<file path="src/rtl/tec_defs.svh">
// Offsets, field positions, reset values and counts of the timer/event counter.
// Assumes inclusion by bare name from the package or the bench.
`ifndef TEC_DEFS_SVH
`define TEC_DEFS_SVH

`define TEC_ADDR_W 8
`define TEC_OFS_COUNT 8'h0D
`define TEC_OFS_CTRL 8'h0E
`define TEC_OFS_IRQ_STAT 8'h0F
`define TEC_OFS_IRQ_MASK 8'h10
`define TEC_OFS_INTERRUPT_CONTROL_0 8'h11
`define TEC_OFS_PORT_A 8'h12
`define TEC_CTRL_RESET 8'h08
`define TEC_CTRL_WMASK 8'hDF
`define TEC_INTERRUPT_CONTROL_0_RESET 8'h00
`define TEC_PORT_A_RESET 8'hFF
`define TEC_BIT_MODE_HI 7
`define TEC_BIT_MODE_LO 6
`define TEC_BIT_COUNT_ON 4
`define TEC_BIT_EDGE_SEL 3
`define TEC_BIT_TF 6
`define TEC_BIT_ETI 1
`define TEC_BIT_PA3 3
`define TEC_ST_OVF 0
`define TEC_ST_PW_DONE 1
`define TEC_COUNT_MAX 8'hFF

`endif

</file>
<file path="src/rtl/tec_pkg.sv">
// Types shared by the timer/event counter design.
// Assumes the constants header sits on the include path.
package tec_pkg;
   `include "tec_defs.svh"

   // Operating modes held in the two upper control bits.
   typedef enum logic [1:0] {
      TEC_MODE_UNUSED,
      TEC_MODE_EVENT,
      TEC_MODE_TIMER,
      TEC_MODE_PULSE
   } tec_mode_e;

   // Pulse-width measurement progress.
   typedef enum logic [1:0] {
      TEC_PW_ARMED,
      TEC_PW_COUNT,
      TEC_PW_DONE
   } tec_pw_e;
endpackage

</file>
<file path="src/rtl/tec_timer.sv">
// Eight-bit count-up timer/event counter with prescaler, preload, interrupt and divider output.
// Assumes one 25 MHz clock, a register port with one-cycle read latency and an asynchronous pin.
//
// Functional notes
// - One 8-bit up-counter, pin or prescaled clock.
// - Write sets preload; read returns live count.
// - Control bits 7:6 select event, timer, pulse.
// - Overflow from FFH reloads and sets flag.
// - Pulse mode counts between chosen edges.
// - One measurement held until count-on set again.
// - Pulse counting starts on edges, not levels.
// - Pulse mode overflow reloads and requests interrupt.
// - Count-on enables; hardware clears after pulse.
// - Event edge: 1 falling, 0 rising.
// - Prescale divides system clock by two-power.
// - Preload write loads counter when stopped or at overflow.
// - Counter reads block the count clock.
// - Port line 3 gates divider output; overflow wakes.
// - Clearing overflow interrupt enable blocks interrupt.
// - Control bit 5 always reads zero.
// - Divider output toggles on each overflow.
//
// Design decision made here: strobed register access.
`timescale 1ns/1ps

module tec_timer
   import tec_pkg::*;
#(
   parameter int COUNT_W = 8,
   parameter int PRESCALE_W = 7
) (
   input wire logic ref_clk,
   input wire logic rstn,
   input wire logic warm_rst,
   input wire logic [7:0] addr,
   input wire logic [7:0] wdata,
   input wire logic wr_stb,
   input wire logic rd_stb,
   output logic [7:0] rdata,
   input wire logic count_input_pin,
   input wire logic pfd_option,
   output logic port_a_line_3,
   output logic wake_up,
   output logic irq
);

   // Two-flop synchroniser and edge detect of the count input.
   // The pin is asynchronous, so the first flop feeds no logic; the edge detect uses the second and third.
   // An edge is flagged two clocks after the pin moves and counted on the third.
   // Edge select decides which of these edges counts in event and pulse modes.
   // The edge flop resets to the idle low level, so no false edge follows reset.
   // A pulse shorter than one clock may be missed; this is a known limit.
   logic pin_meta;
   logic pin_sync;
   logic pin_prev;
   always_ff @(posedge ref_clk or negedge rstn) begin
      if (!rstn) begin
         pin_meta <= 1'b0;
         pin_sync <= 1'b0;
         pin_prev <= 1'b0;
      end else begin
         pin_meta <= count_input_pin;
         pin_sync <= pin_meta;
         pin_prev <= pin_sync;
      end
   end
   wire pin_rise = pin_sync & ~pin_prev;
   wire pin_fall = ~pin_sync & pin_prev;

   // Register state.
   // The count location holds two registers: writes go to the preload and reads
   // return the live counter.
   // The control register holds the mode in bits 7:6, count-on in bit 4, the edge
   // select in bit 3 and the prescale code in bits 2:0.
   // Bit 5 of control is not stored, so it always reads as zero.
   // The status register keeps overflow in bit 0 and pulse done in bit 1.
   // The mask register uses the same layout as the status register.
   // Interrupt control 0 holds the overflow flag in bit 6 and the enable in bit 1.
   // Software clears the overflow flag in interrupt control 0 by a write.
   // The port A latch feeds port line 3, which can carry the divider output.
   // Mode code 00 is unused; the counter then never counts, though a preload write while stopped still loads it.
   // A warm reset holds counter, preload and control at their values.
   logic [COUNT_W-1:0] counter;
   logic [COUNT_W-1:0] preload;
   logic [7:0] ctrl;
   logic [7:0] interrupt_control_0;
   logic [7:0] port_a;
   logic [1:0] irq_stat;
   logic [1:0] irq_mask;
   logic [PRESCALE_W-1:0] prescale;
   logic pfd_q;
   tec_pw_e pw_state;

   // Address decode and control fields.
   wire sel_count = addr == `TEC_OFS_COUNT;
   wire sel_ctrl = addr == `TEC_OFS_CTRL;
   wire sel_stat = addr == `TEC_OFS_IRQ_STAT;
   wire sel_mask = addr == `TEC_OFS_IRQ_MASK;
   wire sel_intc = addr == `TEC_OFS_INTERRUPT_CONTROL_0;
   wire sel_pa = addr == `TEC_OFS_PORT_A;
   wire tec_mode_e mode = tec_mode_e'(ctrl[`TEC_BIT_MODE_HI:`TEC_BIT_MODE_LO]);
   wire count_on = ctrl[`TEC_BIT_COUNT_ON];
   wire edge_select = ctrl[`TEC_BIT_EDGE_SEL];
   wire [2:0] prescale_sel = ctrl[2:0];
   wire ctrl_wr = wr_stb & sel_ctrl;
   wire ctrl_on_wr = ctrl_wr & wdata[`TEC_BIT_COUNT_ON];

   // Prescaler tick: code n gives one tick every 2**n system clocks.
   // The mask is held at eight bits so that code 7 fits; only the low bits are used.
   wire [7:0] pre_mask = (8'h01 << prescale_sel) - 8'h01;
   wire int_tick = ((prescale & pre_mask[PRESCALE_W-1:0]) == pre_mask[PRESCALE_W-1:0]);

   // Pulse-width start and stop edges follow the edge-select bit.
   wire pw_start = edge_select ? pin_rise : pin_fall;
   wire pw_stop = edge_select ? pin_fall : pin_rise;
   wire ev_edge = edge_select ? pin_fall : pin_rise;

   // Count enable per mode, blocked during a counter read.
   wire block_read = rd_stb & sel_count;
   wire event_inc = (mode == TEC_MODE_EVENT) & ev_edge;
   wire timer_inc = (mode == TEC_MODE_TIMER) & int_tick;
   wire pulse_inc = (mode == TEC_MODE_PULSE) & (pw_state == TEC_PW_COUNT) & int_tick;
   wire inc = count_on & ~block_read & (event_inc | timer_inc | pulse_inc);
   wire overflow = inc & (counter == `TEC_COUNT_MAX);
   wire pw_end = (mode == TEC_MODE_PULSE) & count_on & (pw_state == TEC_PW_COUNT) & pw_stop;

   // Prescaler runs freely; it keeps running through a warm reset, unlike counter and control.
   always_ff @(posedge ref_clk or negedge rstn) begin
      if (!rstn) begin
         prescale <= '0;
      end else begin
         prescale <= prescale + 1'b1;
      end
   end

   // Counter and preload. Cold reset clears them; warm reset leaves them.
   // A running counter keeps counting after a preload write until it overflows.
   // A stopped counter takes the written value at once.
   // When an overflow meets a preload write, the written value is loaded, so the
   // newest start value is never lost.
   // A read of the count location blocks the increment for that cycle only.
   always_ff @(posedge ref_clk or negedge rstn) begin
      if (!rstn) begin
         counter <= '0;
         preload <= '0;
      end else if (!warm_rst) begin
         if (wr_stb & sel_count) begin
            preload <= wdata[COUNT_W-1:0];
         end
         if (overflow) begin
            preload <= preload;
            counter <= (wr_stb & sel_count) ? wdata[COUNT_W-1:0] : preload;
            if (wr_stb & sel_count) preload <= wdata[COUNT_W-1:0];
         end else if (wr_stb & sel_count & ~count_on) begin
            counter <= wdata[COUNT_W-1:0];
         end else if (inc) begin
            counter <= counter + 1'b1;
         end
      end
   end

   // Control register; bit 5 is never stored.
   always_ff @(posedge ref_clk or negedge rstn) begin
      if (!rstn) begin
         ctrl <= `TEC_CTRL_RESET;
      end else if (!warm_rst) begin
         if (ctrl_wr) begin
            ctrl <= wdata & `TEC_CTRL_WMASK;
         end else if (pw_end) begin
            ctrl[`TEC_BIT_COUNT_ON] <= 1'b0;
         end
      end
   end

   // Pulse-width sequencer: armed, counting, then done until re-armed.
   // Counting begins on an edge only, so a level already present when count-on is
   // set does not start a measurement.
   // The end of a measurement clears count-on, which holds the result until
   // software sets count-on again.
   always_ff @(posedge ref_clk or negedge rstn) begin
      if (!rstn) begin
         pw_state <= TEC_PW_ARMED;
      end else if (ctrl_on_wr | ~count_on | (mode != TEC_MODE_PULSE)) begin
         pw_state <= TEC_PW_ARMED;
      end else begin
         unique case (pw_state)
            TEC_PW_ARMED: if (pw_start) pw_state <= TEC_PW_COUNT;
            TEC_PW_COUNT: if (pw_stop) pw_state <= TEC_PW_DONE;
            TEC_PW_DONE: pw_state <= TEC_PW_DONE;
            default: pw_state <= TEC_PW_ARMED;
         endcase
      end
   end

   // Interrupt control 0, port A latch, and divider toggle.
   always_ff @(posedge ref_clk or negedge rstn) begin
      if (!rstn) begin
         interrupt_control_0 <= `TEC_INTERRUPT_CONTROL_0_RESET;
         port_a <= `TEC_PORT_A_RESET;
         pfd_q <= 1'b0;
      end else begin
         if (wr_stb & sel_intc) begin
            interrupt_control_0 <= wdata;
         end
         if (overflow) begin
            interrupt_control_0[`TEC_BIT_TF] <= 1'b1;
         end
         if (wr_stb & sel_pa) begin
            port_a <= wdata;
         end
         if (overflow) begin
            pfd_q <= ~pfd_q;
         end
      end
   end

   // Sticky status, cleared by a read; a new event wins over the clear.
   wire [1:0] stat_set = {pw_end, overflow};
   always_ff @(posedge ref_clk or negedge rstn) begin
      if (!rstn) begin
         irq_stat <= 2'b00;
         irq_mask <= 2'b00;
      end else begin
         irq_stat <= ((rd_stb & sel_stat) ? 2'b00 : irq_stat) | stat_set;
         if (wr_stb & sel_mask) irq_mask <= wdata[1:0];
      end
   end

   // Overflow interrupt only when enabled in interrupt control 0.
   wire ovf_allow = interrupt_control_0[`TEC_BIT_ETI];
   wire [1:0] gated = irq_stat & irq_mask & {1'b1, ovf_allow};
   assign irq = |gated;

   // Port line 3 carries the divider when the option is chosen and the latch is set.
   assign port_a_line_3 = pfd_option ? (port_a[`TEC_BIT_PA3] & pfd_q) : port_a[`TEC_BIT_PA3];
   assign wake_up = overflow;

   // Read multiplexer, answered in the cycle after the strobe.
   logic [7:0] next_rdata;
   always_comb begin
      next_rdata = 8'h00;
      if (sel_count) next_rdata = 8'(counter);
      else if (sel_ctrl) next_rdata = ctrl & `TEC_CTRL_WMASK;
      else if (sel_stat) next_rdata = {6'h00, irq_stat};
      else if (sel_mask) next_rdata = {6'h00, irq_mask};
      else if (sel_intc) next_rdata = interrupt_control_0;
      else if (sel_pa) next_rdata = port_a;
   end
   always_ff @(posedge ref_clk or negedge rstn) begin
      if (!rstn) begin
         rdata <= 8'h00;
      end else begin
         rdata <= rd_stb ? next_rdata : 8'h00;
      end
   end
endmodule // tec_timer
</file>
<file path="config.mk">
export PLATFORM = sky130hd
export DESIGN_NAME = tec_timer
export DESIGN_NICKNAME = d
export VERILOG_FILES = /design/src/rtl/tec_pkg.sv /design/src/rtl/tec_timer.sv
export VERILOG_INCLUDE_DIRS = /design/src /design/src/rtl
export SDC_FILE = /design/constraint.sdc
export NUM_CORES = 1
export LEC_CHECK = 0
export ABC_AREA = 1
export BUFFER_PORTS_ARGS = -buffer_cell sky130_fd_sc_hd__buf_2
export CAP_MARGIN = 20
export CELL_PAD_IN_SITES_DETAIL_PLACEMENT = 1
export CELL_PAD_IN_SITES_GLOBAL_PLACEMENT = 2
export CORE_ASPECT_RATIO = 1.75
export CORE_MARGIN = 4
export CORE_UTILIZATION = 23
export DETAILED_ROUTE_END_ITERATION = 10
export HOLD_SLACK_MARGIN = 0.12
export PLACE_DENSITY_LB_ADDON = 0.1
export SLEW_MARGIN = 40
export SYNTH_ARGS = -nofsm -noshare
export SYNTH_HDL_FRONTEND = slang
export SYNTH_SLANG_ARGS = --single-unit
</file>
<file path="constraint.sdc">
create_clock -name ref_clk -period 2.6 [get_ports ref_clk]
set_input_delay 0.65 -clock ref_clk [delete_from_list [all_inputs] [get_ports ref_clk]]
set_output_delay 0.65 -clock ref_clk [all_outputs]
set_load 0.02 [all_outputs]
</file>
* Word level (Yosys, flattened, before mapping) *
Cells that the tools add are included.

word-level totals
  output and inout bits = 11
  word-level logic and storage cells = 104
  flip-flop bits (word level) = 64

operators by class
  bitwise operators = 36
  $add $sub $neg = 3
  shift operators = 1
  mux-type cells = 23
  reductions and logical operators = 9
  equal/unequal tests = 16

operators with widths
  kind                                                 number
  two-way mux 8 bit                                    11
  equality test 8 x 4 -> 1 bit, second input constant  3
  equality test 8 x 5 -> 1 bit, second input constant  3
  AND 1 bit                                            22
  adder 8 x 1 -> 8 bit, second input constant          1
  equality test 8 bit, second input constant           1
  two-way mux 2 bit                                    4
  AND reduction 2 bit                                  4
  adder 7 x 1 -> 7 bit, second input constant          1
  AND 7 bit                                            1
  equality test 7 bit                                  1
  two-way mux 7 bit                                    1
  left shift 1 x 3 -> 7 bit, first input constant      1
  subtractor 7 x 1 -> 7 bit, second input constant     1
  equality test 2 bit, second input constant           3
  two-way mux 1 bit                                    6
  inverter 1 bit                                       6
  one-hot mux 2 bit (3 select lines)                   1
  AND 2 bit                                            2
  equality test 2 x 1 -> 1 bit, second input constant  2
  OR 1 bit                                             4
  nonzero test 2 bit                                   2
  != test 3 x 2 -> 1 bit, second input constant        1
  != test 3 bit, second input constant                 1
  other kinds (5)                                      5

* Depth between registers and ports, before layout *
  depth in word-level cells = 11
  gate-level depth with buffers = 13
  gate-level depth less buffers = 13

* Worst setup path before layout *
Ideal clock, no wire load.

  path kind = input-to-output
  from = input port addr[6]
  to = output port wake_up
  cell stages on the path = 8
  data required time = 1.950 ns
  slack = 0.426 ns
  data arrival time = 1.524 ns
  buffers on the path = 0
  path through = inv_1 -> nand2_1 -> nor2_4 -> nand3_2 -> nand2_2 -> nor2_8 -> nand3_2 -> inv_1

on the way
  cells in the longest elaborated chain, start to end = 6

ends and longest elaborated chain
  what                                           RTL line          text
  from (decl)                                    tec_timer.sv:35   input wire logic [7:0] addr,
  equality test 8 x 4 -> 1 bit (no source line)  --
  AND 1 bit                                      tec_timer.sv:119  wire block_read = rd_stb & sel_count;
  inverter 1 bit                                 tec_timer.sv:123  wire inc = count_on & ~block_read & (event_inc | timer_inc | pulse_inc);
  AND 1 bit (2 in a row)                         tec_timer.sv:123
  AND 1 bit                                      tec_timer.sv:124  wire overflow = inc & (counter == `TEC_COUNT_MAX);
  to (decl)                                      tec_timer.sv:43   output logic wake_up,

No other way between the ends.

* Worst setup path in the final report *
  from = register ctrl[3]
  to = output port wake_up

on the way
  cells in the longest elaborated chain, start to end = 6

ends and longest elaborated chain
  what                    RTL line          text
  from (decl)             tec_timer.sv:85   logic [7:0] ctrl;
  from (signal assigned)  tec_timer.sv:165  ctrl <= `TEC_CTRL_RESET;
  from (signal assigned)  tec_timer.sv:168  ctrl <= wdata & `TEC_CTRL_WMASK;
  two-way mux 1 bit       tec_timer.sv:116  wire ev_edge = edge_select ? pin_fall : pin_rise;
  AND 1 bit               tec_timer.sv:120  wire event_inc = (mode == TEC_MODE_EVENT) & ev_edge;
  OR 1 bit (2 in a row)   tec_timer.sv:123
  AND 1 bit               tec_timer.sv:123
  AND 1 bit               tec_timer.sv:124

No other way between the ends.

==> impl_metrics.toml <==
[run]
maxCapViolCount = 0

[timing]
skew_ps = 8.17
slew_violations = 0
rsz0062_at_grt = "no"
slew_headroom_pct = 61.1
min_period_ps = 2480
max_freq_ghz = 0.404
tightest_slew_ps = 584
post-route-period-util_pct = 95.3
setup_viol = 0
finalHoldViolCount = 0
fin_tns_setup_ps = 0

[floorplan]
initial_core_util_pct = 23.3
io_pins = 34
die_y_um = 170
die_x_um = 101
coreArea_um2 = 14800
dieArea_um2 = 17200
fp-row-count = 59

[min_path]
hold-path-cell-count = 0
hp-class = "reg -> reg"
min_to = "pin_sync"
min_from = "pin_meta"

[logic_synthesis]
synth_area_um2 = 3460
synth_common_cells = "163 x nand2_1, 55 x dfrtp_1, 49 x inv_1"
yosys_most_used_dff = "dfrtp_1"
syn_avg_cell_area_um2 = 7.94
syn_inst = 436
ys_seq_area_share_pct = 46.6
ys_warn_count = 0
synth_most_common_cell = "nand2_1"
ys_seq_elements = 64
netlist-cell-type-count = 34
async_reset_ff_share_pct = 100
synth_edf_count = 0
synth_nets = 463
synth_top_area_share_pct = 39.7
yosysTopAreaCell = "dfrtp_1"
synth_area_leaders = "dfrtp_1 40%, nand2_1 18%, dfstp_2 6.8%, o21ai_0 5.3%, inv_1 5.3%"

[power_and_ir_drop]
pwr-share-clk_pct = 50.0
internal_power_w = 0.00186
pwr-share-comb_pct = 7.1
swShare_pct = 24.3
p_per_area_nw_per_um2 = 575
leakage_nw = 2.14
vdd_drop_max_mv = 0.287
power_frac_seq_pct = 42.9
power.total_w = 0.00246
power_switching_w = 0.000598

[critical_path]
worstSetupPathType = "reg -> out"
r2r-start = "ctrl[3]"
start_kind = "flop"
required_ps = 1950
cp-end-kind = "output port"
reg2reg_depth = 11
worst-path-max-fanout = 10
cp.arrival_ps = 1830
r2r-end = "counter[1]"
r2r_slack_ps = 770

[route]
via_per_inst = 4.51
dr_total_vias = 3068
drc = 0
dr.pass1.iters = 4
drt_wl_total_um = 11800
routedWlPerCell_um = 17.3
drtAntennaViolNets = 0
drt_iter0_drc = 71

[clock_network]
cts-root-buf = "clkbuf_16"
htreeDepth = 3
clockBufferDepth = 2
clk_latency_ps = 330
clkTransAtPathRegs_ps = 60
numCtsBuffers = 9
clock-sinks = 64
cts_tree = "built"

[final_layout]
antenna_cells = 0
area_growth_syn_to_layout_pct = 23.2
seqCellArea_um2 = 1610
multi_input_area_um2 = 1610
layout.nets = 520
fillers = 1816
layout-drive-gt1-share_pct = 21.5

[grt]
grt_util_all_layers_pct = 14.7
first_global_vias = 3300
grt_max_degree = 42
grt_overflow = 0
grt_antenna_before_repair = 0
grt_pass1_wl_um = 18700

[placement]
portBuffers = 33
dp.final_hpwl_um = 9150
place_congestion = 0.755

[status]
outcome = "completed"
==> how the worst max path moves through the flow <==
| stage | start | to | slack (ps) |
|---|---|---|---|
| 3_5_place_dp | counter[1] | wake_up | 280 |
| 6_report | ctrl[3] | wake_up | 120 |
| 5_1_grt | ctrl[3] | wake_up | 5 |
| 4_1_cts | counter[0] | wake_up | 6 |
| 3_3_place_gp | counter[1] | wake_up | 260 |
| 2_1_floorplan | addr[6] | wake_up | 430 |
==> logic make-up (layout without fill, tap and decap cells) <==
group | after synthesis | count (layout) | share of synthesized area, %
fa+ha+maj | 4 | 4 | 1.45
compound gates | 69 | 69 | 11.8
xor+xnor | 11 | 11 | 2.78
buf+inv | 61 | 123 | 7.15
simple gates | 227 | 227 | 30.2
flops | 64 | 64 | 46.6
==> power by group through the flow <==
stage | clock network [W] | registers (W) | logic [W]
detailed placement | 0 | 0.00107 | 0.000175
finish | 0.00123 | 0.00105 | 0.000175
floorplan | 0 | 0.00107 | 0.0000833
global route | 0.00132 | 0.00106 | 0.000201
global placement | 0 | 0.00107 | 0.000172
CTS | 0.00128 | 0.00105 | 0.000178
==> placed cells by master (no fill, tap or decap), drive strengths merged <==
cell / Yosys / routed
a21boi: 1 / 1
clkinv: 1 / 2
clkinvlp: 0 / 2
o211ai: 2 / 2
ha: 4 / 4
xnor2: 1 / 1
inv: 54 / 54
nand4: 13 / 13
nand3: 20 / 20
buf: 5 / 51
clkbuf: 1 / 12
dfrtp: 55 / 55
bufinv: 0 / 1
o22ai: 1 / 1
a21oi: 6 / 6
xor2: 10 / 10
dlygate4sd3: 0 / 1
a41oi: 4 / 4
dfstp: 9 / 9
nor2: 21 / 21
o21ai: 54 / 54
nand2: 169 / 169
nand3b: 2 / 2
nor3: 2 / 2
o32ai: 1 / 1
==> area by class of cell <==
cell class,instances,area share (%)
clock buffers,12,5.78
clock inverters,4,1.26
inverters,55,4.84
multi-input cells,311,37.7
flip-flops and latches,64,37.8
well taps,183,5.37
repair buffers,52,7.27
==> through the flow <==
stage | setup WS, ps | area [um^2] | std cells | hold slack [ps] | util (%)
2_1_floorplan | 426 | 3460 | 436 | 331 | -
3_5_place_dp | 279 | 3910 | 658 | 339 | 26.3
5_1_grt | 5.29 | 4270 | 681 | 371 | 28.8
4_1_cts | 5.70 | 4240 | 677 | 352 | 28.5
3_3_place_gp | 256 | 3910 | 658 | 334 | 26.3
6_report | 123 | 4270 | 681 | 347 | 28.8
==> repair_timing <==
item                                    4_1_cts  5_1_grt
hold buffers                                  1        0
resized for setup                             1        1
setup buffers                                 2        4
endpoints found under the setup margin        1        1
gates cloned                                  0        0
hold endpoints to repair                      1        0
pin swaps                                     1        0
==> sequential cells by signal, indices dropped and copies added (netlist names) <==
| signal | cells |
|---|---|
| counter | 8 |
| irq_stat | 2 |
| pin_prev | 1 |
| interrupt_control_0 | 8 |
| port_a | 8 |
| pw_state | 2 |
| prescale | 7 |
| rdata | 8 |
| ctrl | 7 |
| pin_meta | 1 |
| pfd_q | 1 |
| irq_mask | 2 |
| preload | 8 |
| pin_sync | 1 |
==> worst max-delay path, stage by stage, from the launching register on <==
cell     delay [ps]
dfstp_2         560
nand3_1          90
o21ai_2          90
a21oi_1          90
buf_4           170
nor2_8          150
nand3_2         120
inv_1            60
buf_2           150
==> layer usage <==
layer | share of wire, % | global-route usage [%]
met2 | 56 | 27.7
met1 | 40 | 16.3
met3 | 2.7 | 2.71
met5 | 0 | 0
met4 | 1.4 | 4.69
Note: power is estimated with default switching activity, not from simulation.
